--- src/hdl/icd_pkg.sv ---
/*
 Constants, opcode map and types for the initiator command decoder.
 Assumes one clock domain and a bus engine that performs the bus steps.
*/
// Operation
// Classify commands into four role groups; code drives only ICD_GRP_INIT and ICD_GRP_PROG
// Sequential opcode runs whole bus sequence
// Sequential commands only via command register
// Discrete commands via register or program
// Codes 08h-0Dh are elementary bus steps
// Special commands only from program memory
// Opcodes 00h-04h select plus message/command
// Opcodes 05h-07h run without selection
// 10h-17h data transfers, low bits select
// 18h-1Ch single message/command/status, operand
// Host loads target ID before selecting
// Message bytes precede command block
// Host loads message length first
// N-byte command uses host byte count
// Long message receive uses byte count
// Multi-message sends use N-byte forms
// Manual ack mode completes with ACK held
// Byte count must be 02h or more
// Outbound buffer locked; send from zero
// Inbound buffer must be drained first
// Program run locks memory and buffers
// Opcodes 0Eh, 0Fh start nothing
// Full 8-bit decode; idle write starts
package icd_pkg;
    localparam int ICD_OP_W = 8;
    localparam int ICD_CNT_W = 8;
    localparam int ICD_ID_W = 3;
    localparam int ICD_PTR_W = 5;
    localparam logic [7:0] ICD_SEQ_LAST = 8'h07;
    localparam logic [7:0] ICD_DISC_FIRST = 8'h08;
    localparam logic [7:0] ICD_ELEM_LAST = 8'h0d;
    localparam logic [7:0] ICD_DATA_FIRST = 8'h10;
    localparam logic [7:0] ICD_DATA_LAST = 8'h17;
    localparam logic [7:0] ICD_MCS_LAST = 8'h1c;
    localparam logic [7:0] ICD_SPECIAL_FIRST = 8'h1d;
    localparam logic [7:0] ICD_OP_SEL_CMD = 8'h00;
    localparam logic [7:0] ICD_OP_SEL_1MSG_CMD = 8'h01;
    localparam logic [7:0] ICD_OP_SEL_NMSG_CMD = 8'h02;
    localparam logic [7:0] ICD_OP_SEL_1MSG = 8'h03;
    localparam logic [7:0] ICD_OP_SEL_NMSG = 8'h04;
    localparam logic [7:0] ICD_OP_SEND_NMSG = 8'h05;
    localparam logic [7:0] ICD_OP_SEND_NCMD = 8'h06;
    localparam logic [7:0] ICD_OP_RECV_NMSG = 8'h07;
    localparam logic [7:0] ICD_OP_SEL = 8'h08;
    localparam logic [7:0] ICD_OP_SEL_ATN = 8'h09;
    localparam logic [7:0] ICD_OP_ATN_SET = 8'h0a;
    localparam logic [7:0] ICD_OP_ATN_CLR = 8'h0b;
    localparam logic [7:0] ICD_OP_ACK_SET = 8'h0c;
    localparam logic [7:0] ICD_OP_ACK_CLR = 8'h0d;
    localparam logic [7:0] ICD_OP_SEND_1MSG = 8'h18;
    localparam logic [7:0] ICD_OP_SEND_1MSG_ATN = 8'h19;
    localparam logic [7:0] ICD_OP_RECV_MSG = 8'h1a;
    localparam logic [7:0] ICD_OP_SEND_CMD = 8'h1b;
    localparam logic [7:0] ICD_OP_RECV_STAT = 8'h1c;
    localparam logic [7:0] ICD_MIN_COUNT = 8'h02;
    localparam logic [4:0] ICD_BUF_START = 5'h00;
    localparam int ICD_PADDING_BIT = 2;
    localparam int ICD_RECV_BIT = 1;
    localparam int ICD_DMA_BIT = 0;

    typedef enum logic [1:0] {
        ICD_GRP_INIT = 2'h0,
        ICD_GRP_TARGET = 2'h1,
        ICD_GRP_COMMON = 2'h2,
        ICD_GRP_PROG = 2'h3
    } icd_group_t;

    typedef enum logic [1:0] {
        ICD_ASG_SEQ = 2'h0,
        ICD_ASG_DISC = 2'h1,
        ICD_ASG_SPEC = 2'h2,
        ICD_ASG_NONE = 2'h3
    } icd_assign_t;

    // Bus steps handed to the bus engine
    typedef enum logic [3:0] {
        ICD_STEP_IDLE = 4'h0,
        ICD_STEP_SELECT = 4'h1,
        ICD_STEP_SELECT_ATN = 4'h2,
        ICD_STEP_MSG_OUT = 4'h3,
        ICD_STEP_CMD_OUT = 4'h4,
        ICD_STEP_MSG_IN = 4'h5,
        ICD_STEP_STAT_IN = 4'h6,
        ICD_STEP_DATA = 4'h7,
        ICD_STEP_ATN_SET = 4'h8,
        ICD_STEP_ATN_CLR = 4'h9,
        ICD_STEP_ACK_SET = 4'ha,
        ICD_STEP_ACK_CLR = 4'hb
    } icd_step_t;

    // Sequencer states Gray-coded in listed order, IDLE through DONE
    typedef enum logic [2:0] {
        ICD_ST_IDLE = 3'b000,
        ICD_ST_SELECT = 3'b001,
        ICD_ST_MSG = 3'b011,
        ICD_ST_CMD = 3'b010,
        ICD_ST_SINGLE = 3'b110,
        ICD_ST_DONE = 3'b111
    } icd_state_t;
endpackage

--- src/hdl/icd_classify.sv ---
/*
 Opcode classifier: command type and assignment by opcode and source.
 Assumes a full 8-bit opcode; purely combinational.
*/
`timescale 1ns/10ps
module icd_classify import icd_pkg::*; (
    input wire logic [7:0] opcode,
    input wire logic from_program,
    output icd_assign_t assign_kind,
    output icd_group_t group,
    output logic legal
);
    always_comb begin
        group = ICD_GRP_INIT;
        if (opcode <= ICD_SEQ_LAST) begin
            assign_kind = ICD_ASG_SEQ;
        end else if (opcode <= ICD_ELEM_LAST) begin
            assign_kind = ICD_ASG_DISC;
        end else if (opcode < ICD_DATA_FIRST) begin
            assign_kind = ICD_ASG_NONE;
        end else if (opcode <= ICD_MCS_LAST) begin
            assign_kind = ICD_ASG_DISC;
        end else begin
            assign_kind = ICD_ASG_SPEC;
            group = ICD_GRP_PROG;
        end
        case (assign_kind)
            ICD_ASG_SEQ: legal = !from_program;
            ICD_ASG_DISC: legal = 1'b1;
            ICD_ASG_SPEC: legal = from_program;
            default: legal = 1'b0;
        endcase
    end
endmodule

--- src/hdl/icd_decoder.sv ---
/*
 Initiator command decoder and sequencer.
 Accepts opcodes from the command register or the program fetcher and hands
 bus steps to a bus engine, which answers with step_done. Assumes the engine
 reads the outbound buffer from step_addr and reports received lengths.
*/
`timescale 1ns/10ps
module icd_decoder import icd_pkg::*; #(
    parameter int CNT_W = ICD_CNT_W
) (
    input wire logic clk,
    input wire logic srst,
    input wire logic cmd_wr,
    input wire logic [7:0] cmd_opcode,
    input wire logic prog_valid,
    input wire logic [7:0] prog_opcode,
    input wire logic [7:0] prog_operand,
    input wire logic prog_running,
    input wire logic manual_ack_mode,
    input wire logic [CNT_W-1:0] transfer_byte_count,
    input wire logic [2:0] selection_target_id,
    input wire logic step_done,
    input wire logic inbound_pending,
    output logic busy,
    output logic cmd_accept,
    output logic cmd_reject,
    output logic cmd_done,
    output icd_step_t step,
    output logic step_start,
    output logic [CNT_W-1:0] step_count,
    output logic [4:0] step_addr,
    output logic [2:0] step_target_id,
    output logic [2:0] data_mode,
    output logic ack_held,
    output logic atn_held,
    output logic host_outbound_lock,
    output logic host_inbound_lock,
    output logic host_progmem_lock
);
    ////////////////////////////////////////////////////////////////////////
    // Request selection and classification
    logic req;
    logic [7:0] req_op;
    logic req_prog;
    icd_assign_t req_kind;
    logic req_legal;
    logic needs_count;
    logic is_receive;
    icd_state_t state_r;
    logic [7:0] op_r;
    logic [7:0] operand_r;
    logic prog_r;

    function automatic logic op_uses_count(input logic [7:0] op);
        op_uses_count = (op == ICD_OP_SEL_NMSG_CMD) || (op == ICD_OP_SEL_NMSG)
            || (op == ICD_OP_SEND_NMSG) || (op == ICD_OP_SEND_NCMD)
            || (op == ICD_OP_RECV_NMSG);
    endfunction

    function automatic logic op_sends(input logic [7:0] op);
        op_sends = op <= ICD_OP_SEND_NCMD || op == ICD_OP_SEND_1MSG
            || op == ICD_OP_SEND_1MSG_ATN || op == ICD_OP_SEND_CMD;
    endfunction

    function automatic logic op_receives(input logic [7:0] op);
        op_receives = (op == ICD_OP_RECV_NMSG) || (op == ICD_OP_RECV_MSG)
            || (op == ICD_OP_RECV_STAT);
    endfunction

    assign req = cmd_wr || prog_valid;
    assign req_prog = !cmd_wr && prog_valid;
    assign req_op = cmd_wr ? cmd_opcode : prog_opcode;
    assign needs_count = op_uses_count(req_op);
    assign is_receive = op_receives(req_op);

    icd_classify u_classify (
        .opcode(req_op),
        .from_program(req_prog),
        .assign_kind(req_kind),
        .group(),
        .legal(req_legal)
    );

    logic go;
    logic bad;
    always_comb begin
        bad = !req_legal;
        if (needs_count && transfer_byte_count < CNT_W'(ICD_MIN_COUNT)) begin
            bad = 1'b1;
        end
        if (is_receive && inbound_pending) begin
            bad = 1'b1;
        end
        if (ack_held && req_op != ICD_OP_ACK_CLR && req_op >= ICD_DATA_FIRST) begin
            bad = 1'b1;
        end
        go = req && state_r == ICD_ST_IDLE && !bad;
    end

    ////////////////////////////////////////////////////////////////////////
    // Sequencer
    logic elem_op;
    assign elem_op = op_r >= ICD_DISC_FIRST && op_r <= ICD_ELEM_LAST;

    always_ff @(posedge clk) begin
        if (srst) begin
            state_r <= ICD_ST_IDLE;
            op_r <= 8'h00;
            operand_r <= 8'h00;
            prog_r <= 1'b0;
        end else begin
            case (state_r)
                ICD_ST_IDLE: begin
                    if (go) begin
                        op_r <= req_op;
                        operand_r <= prog_operand;
                        prog_r <= req_prog;
                        if (req_op <= ICD_OP_SEL_NMSG) begin
                            state_r <= ICD_ST_SELECT;
                        end else if (req_op == ICD_OP_SEND_NMSG
                                || req_op == ICD_OP_RECV_NMSG) begin
                            state_r <= ICD_ST_MSG;
                        end else if (req_op == ICD_OP_SEND_NCMD) begin
                            state_r <= ICD_ST_CMD;
                        end else begin
                            state_r <= ICD_ST_SINGLE;
                        end
                    end
                end
                ICD_ST_SELECT: begin
                    if (step_done) begin
                        state_r <= (op_r == ICD_OP_SEL_CMD) ? ICD_ST_CMD : ICD_ST_MSG;
                    end
                end
                ICD_ST_MSG: begin
                    if (step_done) begin
                        if (op_r == ICD_OP_SEL_1MSG_CMD || op_r == ICD_OP_SEL_NMSG_CMD) begin
                            state_r <= ICD_ST_CMD;
                        end else begin
                            state_r <= ICD_ST_DONE;
                        end
                    end
                end
                ICD_ST_CMD, ICD_ST_SINGLE: begin
                    if (step_done) begin
                        state_r <= ICD_ST_DONE;
                    end
                end
                ICD_ST_DONE: state_r <= ICD_ST_IDLE;
                default: state_r <= ICD_ST_IDLE;
            endcase
        end
    end

    ////////////////////////////////////////////////////////////////////////
    // Step issue
    logic entering;
    icd_step_t step_nxt;
    logic [CNT_W-1:0] count_nxt;
    logic [4:0] addr_nxt;
    logic [4:0] msg_len_r;

    always_comb begin
        step_nxt = ICD_STEP_IDLE;
        count_nxt = '0;
        addr_nxt = ICD_BUF_START;
        case (state_r)
            ICD_ST_SELECT: step_nxt = ICD_STEP_SELECT;
            ICD_ST_MSG: begin
                step_nxt = (op_r == ICD_OP_RECV_NMSG) ? ICD_STEP_MSG_IN : ICD_STEP_MSG_OUT;
                count_nxt = op_uses_count(op_r) ? transfer_byte_count
                    : CNT_W'(1);
            end
            ICD_ST_CMD: begin
                step_nxt = ICD_STEP_CMD_OUT;
                count_nxt = transfer_byte_count;
                addr_nxt = msg_len_r;
            end
            ICD_ST_SINGLE: begin
                if (op_r >= ICD_DATA_FIRST && op_r <= ICD_DATA_LAST) begin
                    step_nxt = ICD_STEP_DATA;
                end else begin
                    case (op_r)
                        ICD_OP_SEL: step_nxt = ICD_STEP_SELECT;
                        ICD_OP_SEL_ATN: step_nxt = ICD_STEP_SELECT_ATN;
                        ICD_OP_ATN_SET: step_nxt = ICD_STEP_ATN_SET;
                        ICD_OP_ATN_CLR: step_nxt = ICD_STEP_ATN_CLR;
                        ICD_OP_ACK_SET: step_nxt = ICD_STEP_ACK_SET;
                        ICD_OP_ACK_CLR: step_nxt = ICD_STEP_ACK_CLR;
                        ICD_OP_SEND_1MSG, ICD_OP_SEND_1MSG_ATN: step_nxt = ICD_STEP_MSG_OUT;
                        ICD_OP_RECV_MSG: step_nxt = ICD_STEP_MSG_IN;
                        ICD_OP_SEND_CMD: step_nxt = ICD_STEP_CMD_OUT;
                        ICD_OP_RECV_STAT: step_nxt = ICD_STEP_STAT_IN;
                        default: step_nxt = ICD_STEP_IDLE;
                    endcase
                    if (op_r >= ICD_OP_SEND_1MSG) begin
                        count_nxt = CNT_W'(1);
                        if (prog_r) begin
                            addr_nxt = operand_r[4:0];
                        end
                    end
                end
            end
            default: step_nxt = ICD_STEP_IDLE;
        endcase
    end

    logic [2:0] state_prev_r;
    assign entering = state_r != icd_state_t'(state_prev_r) && state_r != ICD_ST_IDLE
        && state_r != ICD_ST_DONE;

    always_ff @(posedge clk) begin
        if (srst) begin
            state_prev_r <= ICD_ST_IDLE;
            step <= ICD_STEP_IDLE;
            step_start <= 1'b0;
            step_count <= '0;
            step_addr <= ICD_BUF_START;
            step_target_id <= 3'h0;
            data_mode <= 3'h0;
            msg_len_r <= ICD_BUF_START;
        end else begin
            state_prev_r <= state_r;
            step_start <= entering;
            if (entering) begin
                step <= step_nxt;
                step_count <= count_nxt;
                step_addr <= addr_nxt;
                step_target_id <= selection_target_id;
                data_mode <= op_r[2:0];
                if (state_r == ICD_ST_MSG) begin
                    msg_len_r <= count_nxt[4:0];
                end
            end
            if (state_r == ICD_ST_IDLE) begin
                step <= ICD_STEP_IDLE;
                msg_len_r <= ICD_BUF_START;
            end
        end
    end

    ////////////////////////////////////////////////////////////////////////
    // Handshake, line holds and host locks
    always_ff @(posedge clk) begin
        if (srst) begin
            busy <= 1'b0;
            cmd_accept <= 1'b0;
            cmd_reject <= 1'b0;
            cmd_done <= 1'b0;
        end else begin
            cmd_accept <= go;
            cmd_reject <= req && !go;
            cmd_done <= state_r == ICD_ST_DONE;
            busy <= go || (state_r != ICD_ST_IDLE && state_r != ICD_ST_DONE);
        end
    end

    logic last_transfer;
    assign last_transfer = step_done && (state_r == ICD_ST_CMD || state_r == ICD_ST_MSG
        || (state_r == ICD_ST_SINGLE && !elem_op));

    always_ff @(posedge clk) begin
        if (srst) begin
            ack_held <= 1'b0;
            atn_held <= 1'b0;
        end else begin
            if (last_transfer && manual_ack_mode) begin
                ack_held <= 1'b1;
            end else if (state_r == ICD_ST_SINGLE && step_done) begin
                if (op_r == ICD_OP_ACK_CLR) begin
                    ack_held <= 1'b0;
                end else if (op_r == ICD_OP_ACK_SET) begin
                    ack_held <= 1'b1;
                end
            end
            if (state_r == ICD_ST_SINGLE && step_done) begin
                if (op_r == ICD_OP_ATN_SET || op_r == ICD_OP_SEL_ATN
                        || op_r == ICD_OP_SEND_1MSG_ATN) begin
                    atn_held <= 1'b1;
                end else if (op_r == ICD_OP_ATN_CLR) begin
                    atn_held <= 1'b0;
                end
            end
        end
    end

    always_ff @(posedge clk) begin
        if (srst) begin
            host_outbound_lock <= 1'b0;
            host_inbound_lock <= 1'b0;
            host_progmem_lock <= 1'b0;
        end else begin
            host_outbound_lock <= prog_running || (op_sends(op_r)
                && state_r != ICD_ST_IDLE && state_r != ICD_ST_DONE);
            host_inbound_lock <= prog_running || (op_receives(op_r)
                && state_r != ICD_ST_IDLE && state_r != ICD_ST_DONE);
            host_progmem_lock <= prog_running;
        end
    end
endmodule

--- config.mk ---
export PLATFORM = sky130hd
export DESIGN_NAME = icd_decoder
export DESIGN_NICKNAME = d
export VERILOG_FILES = /design/src/hdl/icd_pkg.sv /design/src/hdl/icd_classify.sv /design/src/hdl/icd_decoder.sv
export SDC_FILE = /design/constraint.sdc
export NUM_CORES = 1
export LEC_CHECK = 0
export ABC_AREA = 1
export BUFFER_PORTS_ARGS = -buffer_cell sky130_fd_sc_hd__buf_2
export CAP_MARGIN = 20
export CORE_AREA = 2 2 58 115
export DETAILED_ROUTE_END_ITERATION = 12
export DIE_AREA = 0 0 60 117
export HOLD_SLACK_MARGIN = 0.06
export MAX_ROUTING_LAYER = met4
export PLACE_DENSITY = 0.77
export SLEW_MARGIN = 20
export SYNTH_ARGS = -nofsm -noshare
export SYNTH_HDL_FRONTEND = slang
export SYNTH_SLANG_ARGS = --single-unit
--- constraint.sdc ---
create_clock -name clk -period 3.4 [get_ports clk]
set_clock_uncertainty 0.2 [all_clocks]
set_input_delay 0.68 -clock clk [delete_from_list [all_inputs] [get_ports clk]]
set_output_delay 0.68 -clock clk [all_outputs]
set_load 0.01 [all_outputs]
# == Yosys cells after proc, flatten, opt, wreduce, memory -nomap -nowiden ==
# Memories as Yosys holds them, arrays and structs flattened. A register that Yosys moved wholly into a read port is not among the register bits.
# Index checks and enable logic that the tools add are counted.
# classes
magnitude_cmp,13
eq_ne,37
mux,39
n_reduce_logical,67
# ops
operator,count
$eq 8x3->1 const B,8
$eq 8x5->1 const B,7
$eq 8x4->1 const B,5
$mux 3,9
$logic_or 1x1->1,25
$mux 5,5
$ge 8x5->1 const B,3
$le 8x3->1 const B,3
$pmux 8 s3,1
$logic_and 1x1->1,21
$eq 8x2->1 const B,2
$le 8x4->1 const B,2
$le 8x5->1 const B,2
$mux 8,2
$pmux 4 s4,1
$mux 1,12
$pmux 3 s4,1
$pmux 5 s2,1
$eq 8x1->1 const B,1
$ge 8x4->1 const B,1
$logic_not 8->1,1
$lt 8x2->1 const B,1
$lt 8x5->1 const B,1
$mux 2,4
other kinds (19),37
# totals
regBits,58
romBits,128
out_inout_bits,33
word_cells,178
n_memories,1
# memory_table
name,depth,word_bits,rd,rd_clocked_by_memory_dff,wr,line,rtl
(name not given),32,4,1,1,0,icd_decoder.sv:183,case (op_r)

# == Longest topological paths before layout ==
# logic_depth
depth_word,17
ltp_mapped,21

# == Modules after synthesis ==
# A second synthesis with hierarchy kept.
# unflattened
cells_unflattened,493
hier_area_um2,3348.2
# by_module_without_submodules
mod,instances,cells_per_inst,area_per_inst_um2
icd_decoder,1,469,3203.1
icd_classify,1,24,145.1

# == Worst setup path after synthesis ==
# Ideal clock, no wire load.
# synth_timing
path_type,input to register
startpoint,input cmd_wr
endpoint,register (tool-made name)
t_arrival_ns,2.543
required_ns,3.087
slack_ns,0.544
stages,20
n_path_buf,2
path_cell_list,buf_6 -> inv_4 -> buf_6 -> nand2_2 -> nand2_2 -> nand2_1 -> inv_1 -> nand2_1 -> a21oi_1 -> nand2_2 -> nand2_2 -> nor2_2 -> nor2_2 -> inv_2 -> o22ai_2 -> inv_2 -> ha_1 -> nand2_1 -> nand3_1 -> nand2_1
# synth_rtl
item,line,rtl
from (decl),icd_decoder.sv:13,"input wire logic cmd_wr,"

==> results.toml <==
[power]
power.share.switching = 0.3958
fin_total_pwr_mw = 2.802
power_frac_seq = 0.338
intPower_mw = 1.693
power_density_mw_per_mm2 = 707.2
p_leak_nw = 1.899
p_switching_mw = 1.109
combPwrFrac = 0.372
clkPwrFrac = 0.290
peakVddDrop_uv = 425.1

[route]
wire_per_inst_um = 12.50
wl_met1_um = 3643
route.top_layer_used = "met4"
via_count = 3357
dr_wl_met2_um = 3882
wl_met3_um = 371
vias_per_cell = 5.102
antenna_left = 0
drt_pass1_iterations = 5
drc = 0
drt-initial-drc-count = 185
wl_um = 8226

[yosys]
synth_edf_count = 0
netlist_instances = 487
syn-num-nets = 533
synthMuxAreaShare = 0
synthesis.area_mm2 = 0.003222
yosysWarnings = 0
ys_ff_latch = 62
synth-simple-area-share = 0.3511
synth_compound_area_frac = 0.1511
synth.avg_cell_area_um2 = 6.616
synth_xor_area_frac = 0.008155
async_flop_share = 0
yosysUniqueCellTypes = 32
synthAdderAreaFrac = 0.01165
yosysSeqAreaShare = 0.3852
synth_top_family_by_area = "simple AND/OR/NAND/NOR gates"
ys.flop_type = "dfxtp_1"

[die]
core_mm2 = 0.006207
die_h_um = 117
io_pins = 76
die_w_um = 60
start_util = 0.5190
die-area_mm2 = 0.007020
placementRows = 41

[cells_and_area]
nets = 613
final_common_cell = "nand2_1"
num_antenna_cells = 0
drive_gt1_frac = 0.2220
final_cells = 658
area_delta_synth_final_pct = 22.95
design_area_mm2 = 0.003961
layout_common_cells = "nand2_1, buf_2, dfxtp_1"

[clocking]
cts_tree = "done"
cts_buffers = 9
cts_buffer_depth = 2
clkSinkCount = 62
clk_pin_slew_ps = 50
clkLatencyLatePin_ps = 330
htree_num_levels = 3
cts_hold_buf = 0
post-cts-setup-buffer-count = 0
clockRootBuffer = "clkbuf_16"
cts_resized = 0

[setup_path]
crit_arrival_ps = 2950
start_kind = "primary input"
end_kind = "flip-flop"
critPathKind = "in -> reg"
r2r-start = "state_r[2]"
worst-endpoint-required_ps = 3420
r2r_cells = 14
critPathLaunch = "cmd_wr"
cp_max_fo = 19

[place]
place_inst = 642
io_buffers = 72
routabilityCongestion = 0.9980
place_area_mm2 = 0.003694
hpwl_um = 6204

[sta]
worst_slew_pin_slew_ps = 513.3
fmax_mhz = 341.7
hold_viol = 0
finalCriticalPeriod_ps = 2926
tns_ps = 0
rsz0062_at_grt = "false"
post-route-period-util = 0.8606
max_slew_margin = 0.6555
drv_slew = 0
setup-violations-final = 0

[grt]
grt_max_degree = 29
grt_usage = 0.2553
grt_pass1_vias = 3013
grt-ovfl-total = 0
grt_antenna_before_repair = 0
grt_pass1_wl_um = 13320

[status]
status = "finished, final reports clean"

[worst_hold_path]
hp-class = "reg -> reg"
hold_path_depth = 2
hold_path_startpoint = "op_r[7]"

[run]
drv_cap = 0
## layout make-up
| class | instances | area, um2 |
|---|---|---|
| clock buffers | 10 | 229.0 |
| multi-input cells | 351 | 1682 |
| flip-flops and latches | 62 | 1241 |
| fillers | 576 | 2246 |
| clock inverters | 6 | 38.79 |
| inverters | 62 | 235.2 |
| well taps | 86 | 107.6 |
| repair buffers | 81 | 427.9 |
## final timing paths
path	slack, ps	endpoint
max	470	flip-flop
max reg2reg	930	flip-flop
min reg2reg	260	op_r[7]
min	260	op_r[7]
## routing by layer
layer | vias up | track usage
met1 | 1492 | 0.3143
met4 | 0 | 0.1437
li1 | 1726 | -
met3 | 25 | 0.03626
met2 | 114 | 0.3920
met5 | - | -
## logic make-up (layout without fill, tap and decap cells)
kind of cell / count (synthesis) / count (layout)
simple gates: 255 / 255
compound gates: 90 / 90
buf+inv: 74 / 159
flops: 62 / 62
fa+ha+maj: 3 / 3
xor+xnor: 3 / 3
## registers in the layout (all words and copies together) (netlist names), 3 cells and up, named ones only
| name | count |
|---|---|
| step | 4 |
| state_r | 3 |
| op_r | 8 |
| msg_len_r | 5 |
| state_prev_r | 3 |
| step_count | 8 |
| step_addr | 5 |
| operand_r | 5 |
| data_mode | 3 |
| step_target_id | 3 |
## power groups by stage
stage | clock network (mW) | logic, mW | registers, mW
after detailed placement | 0 | 1.03 | 0.960
after global placement | 0 | 1.02 | 0.958
after global routing | 0.854 | 1.18 | 0.963
after CTS | 0.820 | 1.04 | 0.946
final | 0.812 | 1.04 | 0.947
after floorplan | 0 | 0.693 | 0.989
## worst max-delay path: stages
cell and delay, ps:
buf_2 290, inv_4 130, nand2_1 80, nand2_1 130, inv_1 140, nand2_1 80, nor2_1 110, nand2_1 60
nand3_1 80, nand2_2 120, nand2_2 90, nor2_2 50, nor2_2 120, inv_2 50, o22ai_2 240, inv_2 50
ha_1 260, nand2_1 50, nand3_1 80, nand2_1 50
## synth_stat cells, drive strengths merged (2+ instances only)
cell      n  share of area
o21ai    47          0.073
xnor2     3         0.0082
clkbuf    9          0.010
ha        3          0.012
buf       3         0.0093
nand3    36          0.068
nand3b    2         0.0047
nand4     4         0.0078
nor3      5         0.0078
inv      60          0.071
o22ai     6          0.014
dfxtp    62           0.39
a21oi    30          0.048
nand2   144           0.18
clkinv    2         0.0023
nor2     64          0.085
a31oi     2         0.0039
## stage by stage
| stage | util | hold WS (ps) | worst slack (ps) |
|---|---|---|---|
| global placement | 0.5950 | 249.8 | 229.0 |
| floorplan | - | 234.7 | 543.8 |
| detailed placement | 0.5950 | 253.4 | 173.8 |
| global route | 0.6382 | 281.5 | 210.0 |
| finish | 0.6382 | 259.9 | 473.8 |
| CTS | 0.6382 | 263.2 | 506.3 |
(Power assumes the default switching activity.)
